## config.mk

```make
export PLATFORM = sky130hd
export DESIGN_NAME = adc_serial_target
export DESIGN_NICKNAME = d
export VERILOG_FILES = /design/src/rtl/adc_link_pkg.sv /design/src/rtl/pin_sync.sv /design/src/rtl/adc_serial_target.sv
export SDC_FILE = /design/constraint.sdc
export NUM_CORES = 1
export LEC_CHECK = 0
export ABC_AREA = 1
export BUFFER_PORTS_ARGS = -buffer_cell sky130_fd_sc_hd__buf_2
export CORE_ASPECT_RATIO = 1.2
export CORE_MARGIN = 1.5
export CORE_UTILIZATION = 40
export CTS_CLUSTER_DIAMETER = 30
export DETAILED_ROUTE_END_ITERATION = 16
export PLACE_DENSITY_LB_ADDON = 0.08
export SYNTH_ARGS = -nofsm -noshare
export SYNTH_HDL_FRONTEND = slang
export SYNTH_SLANG_ARGS = --single-unit
```

## constraint.sdc

```tcl
create_clock -name clock -period 7 [get_ports clock]
set_input_delay 1.75 -clock clock [delete_from_list [all_inputs] [get_ports clock]]
set_output_delay 1.75 -clock clock [all_outputs]
set_load 0.01 [all_outputs]
```

## src/rtl/adc_link_pkg.sv

```systemverilog
package adc_link_pkg;

	// Bus address: fixed upper bits, low two bits from the strap
	localparam logic [4:0] ADDR_BASE     = 5'h12;
	localparam logic [1:0] STRAP_GROUND  = 2'h0;
	localparam logic [1:0] STRAP_SUPPLY  = 2'h1;
	localparam logic [1:0] STRAP_DATA    = 2'h2;
	localparam logic [1:0] STRAP_CLOCK   = 2'h3;

	// Pointer codes
	localparam logic [1:0] PTR_CONV      = 2'h0;
	localparam logic [1:0] PTR_CONFIG    = 2'h1;
	localparam logic [1:0] PTR_LO_THRESH = 2'h2;
	localparam logic [1:0] PTR_HI_THRESH = 2'h3;

	// Values after reset
	localparam logic [15:0] CONFIG_RESET = 16'h8583;
	localparam logic [15:0] LO_RESET     = 16'h8000;
	localparam logic [15:0] HI_RESET     = 16'h7FFF;

	// Config fields
	localparam int CFG_START_BIT = 15;
	localparam int CFG_SEL_LSB   = 12;
	localparam int CFG_MODE_BIT  = 8;

	// Bits per byte, counted on rising clock edges
	localparam logic [3:0] BITS_PER_BYTE = 4'h8;

	typedef struct packed {
		logic scl;
		logic sda;
		logic addr_sel;
	} pins_t;

	typedef enum logic [3:0] {
		ST_IDLE   = 4'b0000,
		ST_ADDR   = 4'b0001,
		ST_A_ACK  = 4'b0010,
		ST_PTR    = 4'b0011,
		ST_P_ACK  = 4'b0100,
		ST_WDATA  = 4'b0101,
		ST_W_ACK  = 4'b0110,
		ST_RDATA  = 4'b0111,
		ST_R_ACK  = 4'b1000,
		ST_IGNORE = 4'b1001
	} link_state_t;

	typedef enum logic [1:0] {
		NEG_GROUND = 2'b00,
		NEG_SECOND = 2'b01,
		NEG_FOURTH = 2'b10
	} neg_sel_t;

	// pos_sel bit 0 is first_analog_input .. bit 3 fourth_analog_input
	typedef struct packed {
		logic [3:0] pos_sel;
		neg_sel_t   neg;
	} route_t;

	function automatic route_t decode_route(input logic [2:0] input_select_field);
		route_t r;
		r.pos_sel = 4'h0;
		r.neg     = NEG_GROUND;
		unique case (input_select_field)
			3'h0: begin
				r.pos_sel = 4'h1;
				r.neg     = NEG_SECOND;
			end
			3'h1: begin
				r.pos_sel = 4'h1;
				r.neg     = NEG_FOURTH;
			end
			3'h2: begin
				r.pos_sel = 4'h2;
				r.neg     = NEG_FOURTH;
			end
			3'h3: begin
				r.pos_sel = 4'h4;
				r.neg     = NEG_FOURTH;
			end
			3'h4: r.pos_sel = 4'h1;
			3'h5: r.pos_sel = 4'h2;
			3'h6: r.pos_sel = 4'h4;
			3'h7: r.pos_sel = 4'h8;
		endcase
		return r;
	endfunction

endpackage

```

## src/rtl/pin_sync.sv

```systemverilog
`timescale 1ns/1ps
`default_nettype none

module pin_sync #(
	parameter int WIDTH = 3
) (
	input  wire logic             clock,
	input  wire logic             rst,
	input  wire logic [WIDTH-1:0] async_in,
	output var  logic [WIDTH-1:0] sync_out
);
	logic [WIDTH-1:0] meta_q;

	initial begin
		if (WIDTH < 1) $error("pin_sync: WIDTH must be at least 1");
	end

	// Idle bus lines are pulled high, so reset to ones
	always_ff @(posedge clock or posedge rst) begin
		if (rst) begin
			meta_q   <= '1;
			sync_out <= '1;
		end else begin
			meta_q   <= async_in;
			sync_out <= meta_q;
		end
	end
endmodule

`default_nettype wire

```

## src/rtl/adc_serial_target.sv

```systemverilog
`timescale 1ns/1ps
`default_nettype none

module adc_serial_target (
	input  wire logic                 clock,
	input  wire logic                 rst,
	input  wire adc_link_pkg::pins_t  pins,
	output logic                      sda_out,
	output logic                      sda_oe_n,
	input  wire logic [15:0]          conversion_data,
	output logic [15:0]               config_word,
	output logic [15:0]               lo_threshold,
	output logic [15:0]               hi_threshold,
	output logic                      conv_start,
	output adc_link_pkg::route_t      route
);
	import adc_link_pkg::*;

	pins_t       s;
	logic        scl_d_q, sda_d_q;
	logic        scl_rise, scl_fall, start_ev, stop_ev;
	link_state_t st_q;
	logic [3:0]  cnt_q;
	logic [7:0]  sh_q;
	logic [15:0] tx_q;
	logic [7:0]  msb_q;
	logic [1:0]  ptr_q;
	logic        rw_q, widx_q, ridx_q, drv_q;
	logic        wr_q;
	logic [15:0] wdata_q;
	logic        ever1_q, ever0_q, neq_sda_q;
	logic [1:0]  strap;
	logic [6:0]  my_addr;
	logic [15:0] cfg_q, lo_q, hi_q, rd_word;

	// Pins cross into the clock domain first
	pin_sync #(.WIDTH(3)) u_sync (
		.clock    (clock),
		.rst      (rst),
		.async_in (pins),
		.sync_out (s)
	);

	always_ff @(posedge clock or posedge rst) begin
		if (rst) begin
			scl_d_q <= 1'b1;
			sda_d_q <= 1'b1;
		end else begin
			scl_d_q <= s.scl;
			sda_d_q <= s.sda;
		end
	end

	// At 10 MHz high-speed traffic is too fast to oversample; limitation of this clock
	assign scl_rise = s.scl && !scl_d_q;
	assign scl_fall = !s.scl && scl_d_q;
	assign start_ev = s.scl && scl_d_q && !s.sda && sda_d_q;
	assign stop_ev  = s.scl && scl_d_q && s.sda && !sda_d_q;

	// Strap seen through the address byte; strap and data share one sync delay
	always_ff @(posedge clock or posedge rst) begin
		if (rst) begin
			ever1_q   <= 1'b0;
			ever0_q   <= 1'b0;
			neq_sda_q <= 1'b0;
		end else if (start_ev) begin
			ever1_q   <= 1'b0;
			ever0_q   <= 1'b0;
			neq_sda_q <= 1'b0;
		end else if (st_q == ST_ADDR) begin
			ever1_q   <= ever1_q | s.addr_sel;
			ever0_q   <= ever0_q | !s.addr_sel;
			neq_sda_q <= neq_sda_q | (s.addr_sel != s.sda);
		end
	end

	always_comb begin
		if (!ever1_q) begin
			strap = STRAP_GROUND;
		end else if (!ever0_q) begin
			strap = STRAP_SUPPLY;
		end else if (!neq_sda_q) begin
			strap = STRAP_DATA;
		end else begin
			strap = STRAP_CLOCK;
		end
	end
	assign my_addr = {ADDR_BASE, strap};

	always_comb begin
		unique case (ptr_q)
			PTR_CONV:      rd_word = conversion_data;
			PTR_CONFIG:    rd_word = cfg_q;
			PTR_LO_THRESH: rd_word = lo_q;
			PTR_HI_THRESH: rd_word = hi_q;
		endcase
	end

	// Byte engine: sample on clock rise, change the data line only after a fall
	always_ff @(posedge clock or posedge rst) begin
		if (rst) begin
			st_q   <= ST_IDLE;
			cnt_q  <= 4'h0;
			sh_q   <= 8'h00;
			tx_q   <= 16'h0000;
			msb_q  <= 8'h00;
			ptr_q  <= PTR_CONV;
			rw_q   <= 1'b0;
			widx_q <= 1'b0;
			ridx_q <= 1'b0;
			drv_q  <= 1'b0;
		end else if (start_ev) begin
			st_q  <= ST_ADDR;
			cnt_q <= 4'h0;
			drv_q <= 1'b0;
		end else if (stop_ev) begin
			st_q  <= ST_IDLE;
			drv_q <= 1'b0;
		end else begin
			unique case (st_q)
				ST_IDLE, ST_IGNORE: begin
				end
				ST_ADDR, ST_PTR, ST_WDATA: begin
					if (scl_rise) begin
						sh_q  <= {sh_q[6:0], s.sda};
						cnt_q <= cnt_q + 4'h1;
					end else if (scl_fall && cnt_q == BITS_PER_BYTE) begin
						cnt_q <= 4'h0;
						drv_q <= 1'b1;
						if (st_q == ST_ADDR) begin
							if (sh_q[7:1] == my_addr) begin
								rw_q <= sh_q[0];
								st_q <= ST_A_ACK;
							end else begin
								drv_q <= 1'b0;
								st_q  <= ST_IGNORE;
							end
						end else if (st_q == ST_PTR) begin
							ptr_q <= sh_q[1:0];
							st_q  <= ST_P_ACK;
						end else begin
							st_q <= ST_W_ACK;
						end
					end
				end
				ST_A_ACK: begin
					if (scl_fall) begin
						if (rw_q) begin
							tx_q   <= rd_word;
							drv_q  <= !rd_word[15];
							ridx_q <= 1'b0;
							st_q   <= ST_RDATA;
						end else begin
							drv_q <= 1'b0;
							st_q  <= ST_PTR;
						end
					end
				end
				ST_P_ACK: begin
					if (scl_fall) begin
						drv_q  <= 1'b0;
						widx_q <= 1'b0;
						st_q   <= ST_WDATA;
					end
				end
				ST_W_ACK: begin
					if (scl_fall) begin
						drv_q  <= 1'b0;
						msb_q  <= sh_q;
						widx_q <= !widx_q;
						st_q   <= ST_WDATA;
					end
				end
				ST_RDATA: begin
					if (scl_rise) begin
						cnt_q <= cnt_q + 4'h1;
					end else if (scl_fall) begin
						tx_q <= {tx_q[14:0], 1'b0};
						if (cnt_q == BITS_PER_BYTE) begin
							cnt_q <= 4'h0;
							drv_q <= 1'b0;
							st_q  <= ST_R_ACK;
						end else begin
							drv_q <= !tx_q[14];
						end
					end
				end
				ST_R_ACK: begin
					if (scl_rise && s.sda) begin
						st_q <= ST_IGNORE;
					end else if (scl_fall) begin
						// High byte first, then low byte, then the word again
						if (ridx_q) begin
							tx_q  <= rd_word;
							drv_q <= !rd_word[15];
						end else begin
							drv_q <= !tx_q[15];
						end
						ridx_q <= !ridx_q;
						st_q   <= ST_RDATA;
					end
				end
				default: st_q <= ST_IDLE;
			endcase
		end
	end

	// Second byte of each data pair commits the word
	always_ff @(posedge clock or posedge rst) begin
		if (rst) begin
			wr_q    <= 1'b0;
			wdata_q <= 16'h0000;
		end else begin
			wr_q    <= (st_q == ST_W_ACK) && scl_fall && widx_q && !start_ev && !stop_ev;
			wdata_q <= {msb_q, sh_q};
		end
	end

	// Conversion result is read only; writes to it are dropped
	always_ff @(posedge clock or posedge rst) begin
		if (rst) begin
			cfg_q      <= CONFIG_RESET;
			lo_q       <= LO_RESET;
			hi_q       <= HI_RESET;
			conv_start <= 1'b0;
		end else begin
			conv_start <= 1'b0;
			if (wr_q) begin
				unique case (ptr_q)
					PTR_CONV: begin
					end
					PTR_CONFIG: begin
						cfg_q      <= wdata_q;
						conv_start <= wdata_q[CFG_START_BIT] && wdata_q[CFG_MODE_BIT];
					end
					PTR_LO_THRESH: lo_q <= wdata_q;
					PTR_HI_THRESH: hi_q <= wdata_q;
				endcase
			end
		end
	end

	assign route        = decode_route(cfg_q[CFG_SEL_LSB+2:CFG_SEL_LSB]);
	assign config_word  = cfg_q;
	assign lo_threshold = lo_q;
	assign hi_threshold = hi_q;
	assign sda_out      = 1'b0;
	assign sda_oe_n     = !drv_q;

	drive_on_fall_a: assert property (@(posedge clock) disable iff (rst)
		$changed(drv_q) |-> $past(scl_fall) || $past(start_ev) || $past(stop_ev))
		else $error("data line changed away from a clock fall");
	foreign_addr_a: assert property (@(posedge clock) disable iff (rst)
		(st_q == ST_ADDR && scl_fall && cnt_q == BITS_PER_BYTE && sh_q[7:1] != my_addr
			&& !start_ev && !stop_ev) |=> st_q == ST_IGNORE && sda_oe_n)
		else $error("foreign address was acknowledged");
	own_addr_a: assert property (@(posedge clock) disable iff (rst)
		(st_q == ST_A_ACK) |-> !sda_oe_n && sh_q[7:1] == my_addr)
		else $error("address acknowledge wrong");
	ptr_load_a: assert property (@(posedge clock) disable iff (rst)
		(st_q == ST_PTR && scl_fall && cnt_q == BITS_PER_BYTE && !start_ev && !stop_ev)
			|=> ptr_q == $past(sh_q[1:0]) ##1 st_q == ST_P_ACK)
		else $error("pointer byte not taken");
	cfg_write_a: assert property (@(posedge clock) disable iff (rst)
		(wr_q && ptr_q == PTR_CONFIG) |=> config_word == $past(wdata_q))
		else $error("config write lost");
	conv_ro_a: assert property (@(posedge clock) disable iff (rst)
		(wr_q && ptr_q == PTR_CONV) |=> $stable(cfg_q) && $stable(lo_q) && $stable(hi_q))
		else $error("write to conversion result changed a register");
	read_msb_a: assert property (@(posedge clock) disable iff (rst)
		(st_q == ST_A_ACK && rw_q && scl_fall && !start_ev && !stop_ev)
			|=> st_q == ST_RDATA && sda_oe_n == $past(rd_word[15]))
		else $error("read did not start with the high bit");
	single_end_a: assert property (@(posedge clock) disable iff (rst)
		cfg_q[CFG_SEL_LSB+2] |-> route.neg == NEG_GROUND && $onehot(route.pos_sel))
		else $error("single-ended routing wrong");
	common_pt_a: assert property (@(posedge clock) disable iff (rst)
		(cfg_q[CFG_SEL_LSB+2:CFG_SEL_LSB] inside {3'h1, 3'h2, 3'h3})
			|-> route.neg == NEG_FOURTH && !route.pos_sel[3])
		else $error("common-point routing wrong");
	stop_idle_a: assert property (@(posedge clock) disable iff (rst)
		stop_ev |=> st_q == ST_IDLE && sda_oe_n)
		else $error("stop did not release the bus");
endmodule

`default_nettype wire

```

# Word level (Yosys, flattened, before mapping)
# Cells that the tools add are included.
[word_totals] out_inout_bits=57 reg_bits=123 inputBits=21
[classes] n_addsub=1 bitwise=7 n_reduce_logical=56 n_eq_ne=46 muxes=69
[op_table] op="16-bit 2-to-1 mux" n=7
[op_table] op="4-bit 2-to-1 mux" n=20
[op_table] op="16-bit case mux with 4 select lines" n=1
[op_table] op="16-bit case mux with 3 select lines" n=1
[op_table] op="4-bit inequality test (second input constant)" n=11
[op_table] op="1-bit 2-to-1 mux" n=29
[op_table] op="4-bit case mux with 6 select lines" n=1
[op_table] op="7-bit AND reduction" n=3
[op_table] op="2-bit inequality test (second input constant)" n=10
[op_table] op="9-bit AND reduction" n=2
[op_table] op="4-bit by 3-bit == test with 1-bit output (second input constant)" n=4
[op_table] op="4-bit case mux with 4 select lines" n=1
[op_table] op="1-bit logical AND" n=14
[op_table] op="1-bit zero test" n=13
[op_table] op="3-bit == test (second input constant)" n=4
[op_table] op="4-bit == test (second input constant)" n=3
[op_table] op="10-bit AND reduction" n=1
[op_table] op="5-bit AND reduction" n=2
[op_table] op="3-bit OR reduction" n=3
[op_table] op="4-bit by 2-bit == test with 1-bit output (second input constant)" n=2
[op_table] op="4-bit case mux with 2 select lines" n=1
[op_table] op="4-bit AND reduction" n=2
[op_table] op="2-bit OR reduction" n=4
[op_table] op="7-bit == test" n=1
[op_table] op="24 further kinds" n=39

# Longest topological paths before layout
# Gate-level depths: netlist (run 1).
[depth] depth_word=11 depth_mapped=13 mapped_depth_nobuf=13

# Hierarchy
# From an unflattened synthesis (run 1), not the netlist that was laid out.
[hier_totals] cells_unflattened=690 area_unflattened_um2=5647.9
[modules_own_cells] module="adc_serial_target" n_inst=1 area_each_um2=5486.5 seq_area_each_um2=2957.8 cells_each=683
[modules_own_cells] module="pin_sync" n_inst=1 area_each_um2=161.4 seq_area_each_um2=157.7 cells_each=7

# Worst setup path before layout (run 1)
# No wires, ideal clock.
[synth_timing] kind="register to output" startpoint="register cfg_q[14] (netlist: config_word[14])" endpoint="output port route[4] (netlist name)" arrival_time_ns=0.890 n_path_buf=0 stages_incl_launch_ff=4 required_time_ns=5.250 slack_ns=4.360 cell_sequence="dfrtp_1 > inv_1 > a21oi_1 > o21a_1"
[synth_rtl] item="from (decl)" line_no="adc_serial_target.sv:34" rtl="logic [15:0] cfg_q, lo_q, hi_q, rd_word;"
[synth_rtl] item="from (signal assigned)" line_no="adc_serial_target.sv:233" rtl="cfg_q <= wdata_q;"
[synth_rtl] item="to (decl)" line_no="adc_serial_target.sv:15" rtl="output adc_link_pkg::route_t route"

==> results.yml, run 1 <==
worst_setup_path:
  worst_ep_required_time_ns: 5.25
  critPathCaptureType: "output pin"
  cp_slowest_cell: "dfrtp_1"
  cp_cell_sequence: "inv_1, a21oi_1, o21a_1, buf_2"
  critPathKind: "flip-flop to output pin"
  critPathLaunchType: "flip-flop"
  crit_arrival_ns: 1.43
  path_max_fanout: 7
  cp_slowest_stage_delay_ns: 0.44
yosys:
  synth_top_family_by_area: "simple AND/OR/NAND/NOR gates"
  ys_seq_area_frac: 0.550
  yosysMostFrequentCell: "nand2_1"
  yosys.area_share.adder: 0.0110
  synth_edf_count: 0
  synth-xor-area-share: 0
  synth_area_mm2: 0.00567
  ys_seq_elements: 123
  ys_types: 34
  synth.largest_area_cell: "dfrtp_1"
  synth.top_cell.area_share: 0.411
  syn_avg_cell_area_um2: 8.38
  synth-warning-count: 0
  synth-compound-area-share: 0.122
  synthesis.nets: 702
  yosys.area_share.simple: 0.256
  synthCells: 676
  synth_common_cells: "231 x nand2_1, 93 x dfrtp_1, 87 x o21ai_0"
  synth_flop_cell: "dfrtp_1"
  synthTopCellsByArea: "dfrtp_1 41%, nand2_1 15%, dfstp_2 14%"
  synthMuxAreaShare: 0
  async_reset_ff_frac: 1.00
power:
  p_per_area_mw_per_mm2: 320
  swShare: 0.289
  irDropWorstVdd_uv: 154
  power_mw: 2.17
  seqPwrFrac: 0.405
  combPwrFrac: 0.172
  p_leak_nw: 3.28
  internal_power_mw: 1.54
  clockPowerShare: 0.423
  p_switching_mw: 0.627
detailed_routing:
  post_drt_wl_per_cell_um: 15.7
  viasPerCell: 5.02
  drt_iter0_drc: 265
  drtPass1Iterations: 5
  ant_nets: 0
  vias: 4689
  drc: 0
  detail_route.wirelength_um: 14700
global_route:
  gr-total-overflow: 0
  antenna_found_initial: 0
  grt_pass1_wl_um: 23900
  grt_start_max_net_pins: 76
  grt_pass1_vias: 4570
  track_usage: 0.209
floorplan:
  start_util: 0.410
  row_count: 47
  die_width_um: 112
  dieArea_mm2: 0.0149
  die_y_um: 133
  core_region_area_mm2: 0.0138
  pin_count: 78
timing:
  hold_violations: 0
  maxSlewHeadroom: 0.269
  finalCritPeriodShare: 0.454
  finalSetupTns_ns: 0
  slew_viol_final: 0
  timing.fmax_mhz: 315
  fin_skew_ns: 0.00586
  period_minus_slack_ns: 3.18
  setup_viol: 0
  tightest_slew_ns: 1.09
  rsz0062_at_grt: "false"
cts:
  cts_resized: 0
  cts_tree: "built"
  cts_buffers: 17
  cts_max_level: 4
  path_clk_slew_ns: 0.05
  clock_latency_ns: 0.42
  clock_path_buffers: 2
  cts.sinks: 123
  ctsHoldBuffers: 0
  post_cts_buffers: 0
  cts_root_buf: "clkbuf_16"
layout:
  syn2layout_area_growth_pct: 19.8
  fin_area_mm2: 0.00679
  n_antenna_cell: 0
  drive_gt1_frac: 0.221
  multi_input_area_mm2: 0.00221
  final_cells: 934
  seqCellArea_mm2: 0.00312
  fin_util: 0.491
  fillers: 1339
  nNetsFinal: 776
place:
  port-buffer-count: 76
  placedCellCount: 902
  hpwl_um: 10500
  gp_congestion: 0.855
  placed_cell_area_mm2: 0.00617
run:
  maxCapViolCount: 0
run_status:
  status: "completed"
worst_hold_path:
  worstHoldPathType: "flip-flop to flip-flop"
## layout by cell type, fill, tap and decap left out, types with 2 or more instances in the layout
cell / synthesis / final
dfstp_2: 30 / 30
a21boi_0: 10 / 10
inv_2: 4 / 4
ha_1: 5 / 5
nand4_1: 17 / 17
nand2_1: 231 / 231
nor2_2: 4 / 4
clkbuf_16: 0 / 17
buf_2: 3 / 76
clkbuf_1: 16 / 3
a21oi_1: 7 / 7
clkinv_2: 0 / 3
nor3_1: 3 / 3
o21ai_2: 11 / 11
nand3_1: 34 / 34
buf_4: 1 / 2
bufinv_16: 0 / 4
nand2_2: 5 / 5
dfrtp_1: 93 / 93
a31oi_1: 2 / 2
nand2_4: 2 / 2
o21a_1: 3 / 3
inv_1: 57 / 56
o21ai_0: 87 / 87
nor2_1: 37 / 37
clkinvlp_4: 0 / 2
or2_2: 2 / 2
## cells by family after synthesis
| logic type | after synthesis |
|---|---|
| simple gates | 340 |
| other cells | 1 |
| flops | 123 |
| compound gates | 122 |
| buf+inv | 85 |
| fa+ha+maj | 5 |
## area by class of cell
type | instances | area share
multi-input cells | 468 | 0.326
repair buffers | 78 | 0.0582
inverters | 62 | 0.0347
flip-flops and latches | 123 | 0.459
clock inverters | 11 | 0.0247
clock buffers | 21 | 0.0664
well taps | 171 | 0.0315
## per-layer routing
metal / up-vias / share of wire / global-route usage / routed length, µm
met1: 2222 / 0.44 / 0.260 / 6460
li1: 2332 / - / - / -
met3: 27 / 0.039 / 0.0500 / 575
met5: - / 0 / 0 / 0
met2: 108 / 0.49 / 0.346 / 7240
met4: 0 / 0.028 / 0.0935 / 417
## metrics by stage
step | hold WS, ns | setup WS, ns
5_1_grt | 0.359 | 3.70
2_1_floorplan | 0.345 | 2.03
4_1_cts | 0.356 | 3.81
3_3_place_gp | 0.346 | 3.77
6_report | 0.354 | 3.82
3_5_place_dp | 0.347 | 3.75
## power groups by stage
stage / Sequential [mW] / Combinational (mW) / Clock [mW]
floorplan: 0.868 / 0.301 / 0
global placement: 0.888 / 0.372 / 0
detailed placement: 0.891 / 0.375 / 0
CTS: 0.880 / 0.378 / 0.933
global route: 0.893 / 0.434 / 0.968
finish: 0.880 / 0.373 / 0.919
## sequential cells by signal, indices dropped and copies added (netlist names), 2 cells and up
name / flops
lo_threshold: 16
wdata_q: 16
st_q: 4
msb_q: 8
ptr_q: 2
u_sync.meta_q: 3
cnt_q: 4
hi_threshold: 16
sh_q: 8
tx_q: 16
u_sync.sync_out: 3
config_word: 16
## final timing paths
kind	from	endpoint	slack, ns	cells after the start
setup / recovery	config_word[14]$_DFFE_PP0P_	route[4]	3.82	4
hold / removal	u_sync.meta_q[1]$_DFF_PP1_	u_sync.sync_out[1]$_DFF_PP1_	0.35	0
setup reg to reg	ptr_q[1]$_DFFE_PP0P_	lo_threshold[15]$_DFFE_PP1P_	4.20	4
hold reg to reg	u_sync.meta_q[1]$_DFF_PP1_	u_sync.sync_out[1]$_DFF_PP1_	0.35	0
max in group asynchronous	rst	ptr_q[0]$_DFFE_PP0P_	4.29	3
min in group asynchronous	rst	msb_q[6]$_DFFE_PP0P_	1.53	2
## critical path: cells and delay by family (launching register included)
family / cells / cell delay, ns
AOI/OAI and AO/OA: 2 / 0.35
buffers and inverters: 2 / 0.23
DFF: 1 / 0.44
Note: power is estimated with default switching activity, not from simulation.
==> inputs of run 2 (changes only) <==
==> constraint.sdc (replaced) <==
create_clock -name clock -period 2.6 [get_ports clock]
set_input_delay 0.65 -clock clock [delete_from_list [all_inputs] [get_ports clock]]
set_output_delay 0.65 -clock clock [all_outputs]
set_load 0.01 [all_outputs]
==> run 2 against run 1 <==
First-iteration DRC count rose by 65%. Sequential cell count did not move. Utilization rose by 0.20 points. Non-clock buffer count rose by 8. Setup slack got worse by 3.4 ns. Die area did not move. Clock-buffer cell count fell by 1. Design area rose by 0.41%. Clock power rose by 150%. Sequential power rose to 2.7 times the previous value. Critical endpoint is now tx_q[11]$_DFFE_PP0P_. Largest cell class unchanged.
==> results.yml, run 2 (same netlist as run 1, synthesis figures left out) <==
cts:
  cts_resized: 0
  cts_max_level: 4
  path_clk_slew_ns: 0.06
  cts_buffers: 17
  clock_latency_ns: 0.42
  clock_path_buffers: 2
  post_cts_buffers: 0
  cts_tree: "built"
  cts_root_buf: "clkbuf_16"
  cts.sinks: 123
  ctsHoldBuffers: 0
timing:
  maxSlewHeadroom: 0.561
  rsz0062_at_grt: "false"
  timing.fmax_mhz: 463
  finalCritPeriodShare: 0.831
  finalSetupTns_ns: 0
  hold_violations: 0
  fin_skew_ns: 0.00869
  tightest_slew_ns: 0.658
  slew_viol_final: 0
  period_minus_slack_ns: 2.16
  setup_viol: 0
  fin_hold_ws_ns: 0.325
  setup_ws_ns: 0.439
worst_setup_path:
  critPathKind: "flip-flop to flip-flop"
  critPathLaunchType: "flip-flop"
  r2r_start: "scl_d_q$_DFF_PP1_"
  crit_path_end: "tx_q[11]$_DFFE_PP0P_"
  r2r_cells: 8
  r2r_setup_slack_ns: 0.44
  cp_cell_sequence: "inv_1, ha_1, nand4_1, nand3_1, nor3_4, nand2_4, nand2_1, o21ai_2"
  cp_slowest_stage_delay_ns: 0.54
  crit_arrival_ns: 2.46
  critical_path.startpoint: "scl_d_q$_DFF_PP1_"
  cp_slowest_cell: "dfstp_2"
  critPathCaptureType: "flip-flop"
  path_max_fanout: 27
  worst_ep_required_time_ns: 2.90
  r2r_end: "tx_q[11]$_DFFE_PP0P_"
run:
  maxCapViolCount: 0
floorplan:
  core_region_area_mm2: 0.0138
  row_count: 47
  die_width_um: 112
  pin_count: 78
  dieArea_mm2: 0.0149
  die_y_um: 133
  start_util: 0.410
layout:
  syn2layout_area_growth_pct: 20.3
  fin_util: 0.493
  nNetsFinal: 784
  final_common_cell: "nand2_1"
  fin_area_mm2: 0.00682
  drive_gt1_frac: 0.232
  final_cell_mix: "231 x nand2_1, 93 x dfrtp_1, 87 x o21ai_0"
  fillers: 1347
  n_antenna_cell: 0
worst_hold_path:
  worstHoldPathType: "primary input to flip-flop"
detailed_routing:
  drt_iter0_drc: 436
  viasPerCell: 5.10
  drtPass1Iterations: 5
  drc: 0
  detail_route.wirelength_um: 14900
  post_drt_wl_per_cell_um: 15.8
  ant_nets: 0
  vias: 4808
global_route:
  grt_pass1_vias: 4572
  gr-total-overflow: 0
  grt_start_max_net_pins: 124
  track_usage: 0.212
  antenna_found_initial: 0
  grt_pass1_wl_um: 24500
place:
  port-buffer-count: 76
  gp_congestion: 0.841
  hpwl_um: 10600
  placed_cell_area_mm2: 0.00624
  preCtsSetupSlack_ns: 0.488
run_status:
  status: "completed"
power:
  p_per_area_mw_per_mm2: 831
  irDropWorstVdd_uv: 441
  p_leak_nw: 3.29
[run 2: changes by cell type in the layout (fill, tap and decap cells not counted), sizes merged]
cell      change
buf           +8
bufinv        -3
clkinvlp      +2
inv           +2
clkbuf        -1
[run 2: layout make-up]
type,count,area [µm²],share of cell area
Clock buffer,20,457,0.0670
Clock inverter,12,115,0.0169
Inverter,62,236,0.0347
Multi-Input combinational cell,468,2210,0.324
Sequential cell,123,3120,0.457
Tap cell,171,214,0.0314
Timing Repair Buffer,86,468,0.0687
[run 2: how the worst min path moves through the flow]
| stage | startpoint | endpoint | slack (ns) | cells past startpoint |
|---|---|---|---|---|
| after detailed placement | u_sync.meta_q[2]$_DFF_PP1_ | u_sync.sync_out[2]$_DFF_PP1_ | 0.35 | 0 |
| after CTS | pins[1] | u_sync.meta_q[1]$_DFF_PP1_ | 0.31 | 1 |
| final | pins[0] | u_sync.meta_q[0]$_DFF_PP1_ | 0.32 | 1 |
| after global placement | u_sync.meta_q[0]$_DFF_PP1_ | u_sync.sync_out[0]$_DFF_PP1_ | 0.35 | 0 |
| after global routing | pins[2] | u_sync.meta_q[2]$_DFF_PP1_ | 0.31 | 1 |
| after floorplan | u_sync.meta_q[0]$_DFF_PP1_ | u_sync.sync_out[0]$_DFF_PP1_ | 0.35 | 0 |
[run 2: metal layers]
metal / global-route usage / vias up / part of all wire
li1: - / 2354 / -
met1: 0.275 / 2280 / 0.44
met2: 0.339 / 143 / 0.48
met3: 0.0469 / 31 / 0.042
met4: 0.102 / 0 / 0.031
met5: 0 / - / 0
[run 2: worst max-delay path, delay by kind of cell (launching register included)]
kind / cells / cell delay, ns
AND/OR/NAND/NOR: 5 / 1.14
AO/OA/AOI/OAI: 1 / 0.06
flip-flops: 1 / 0.54
adder cells (fa/ha/maj): 1 / 0.25
buffers and inverters: 1 / 0.04
[run 2: power breakdown]
group	internal, mW	switching [mW]
Combinational	0.354	0.660
Sequential	2.18	0.200
Clock	1.37	0.900
[run 2: metrics by stage]
step / power [mW] / std cells
6_report: 5.67 / 942
5_1_grt: 6.00 / 942
4_1_cts: 5.72 / 942
3_5_place_dp: 3.42 / 910
3_3_place_gp: 3.41 / 910
2_1_floorplan: 3.15 / 676
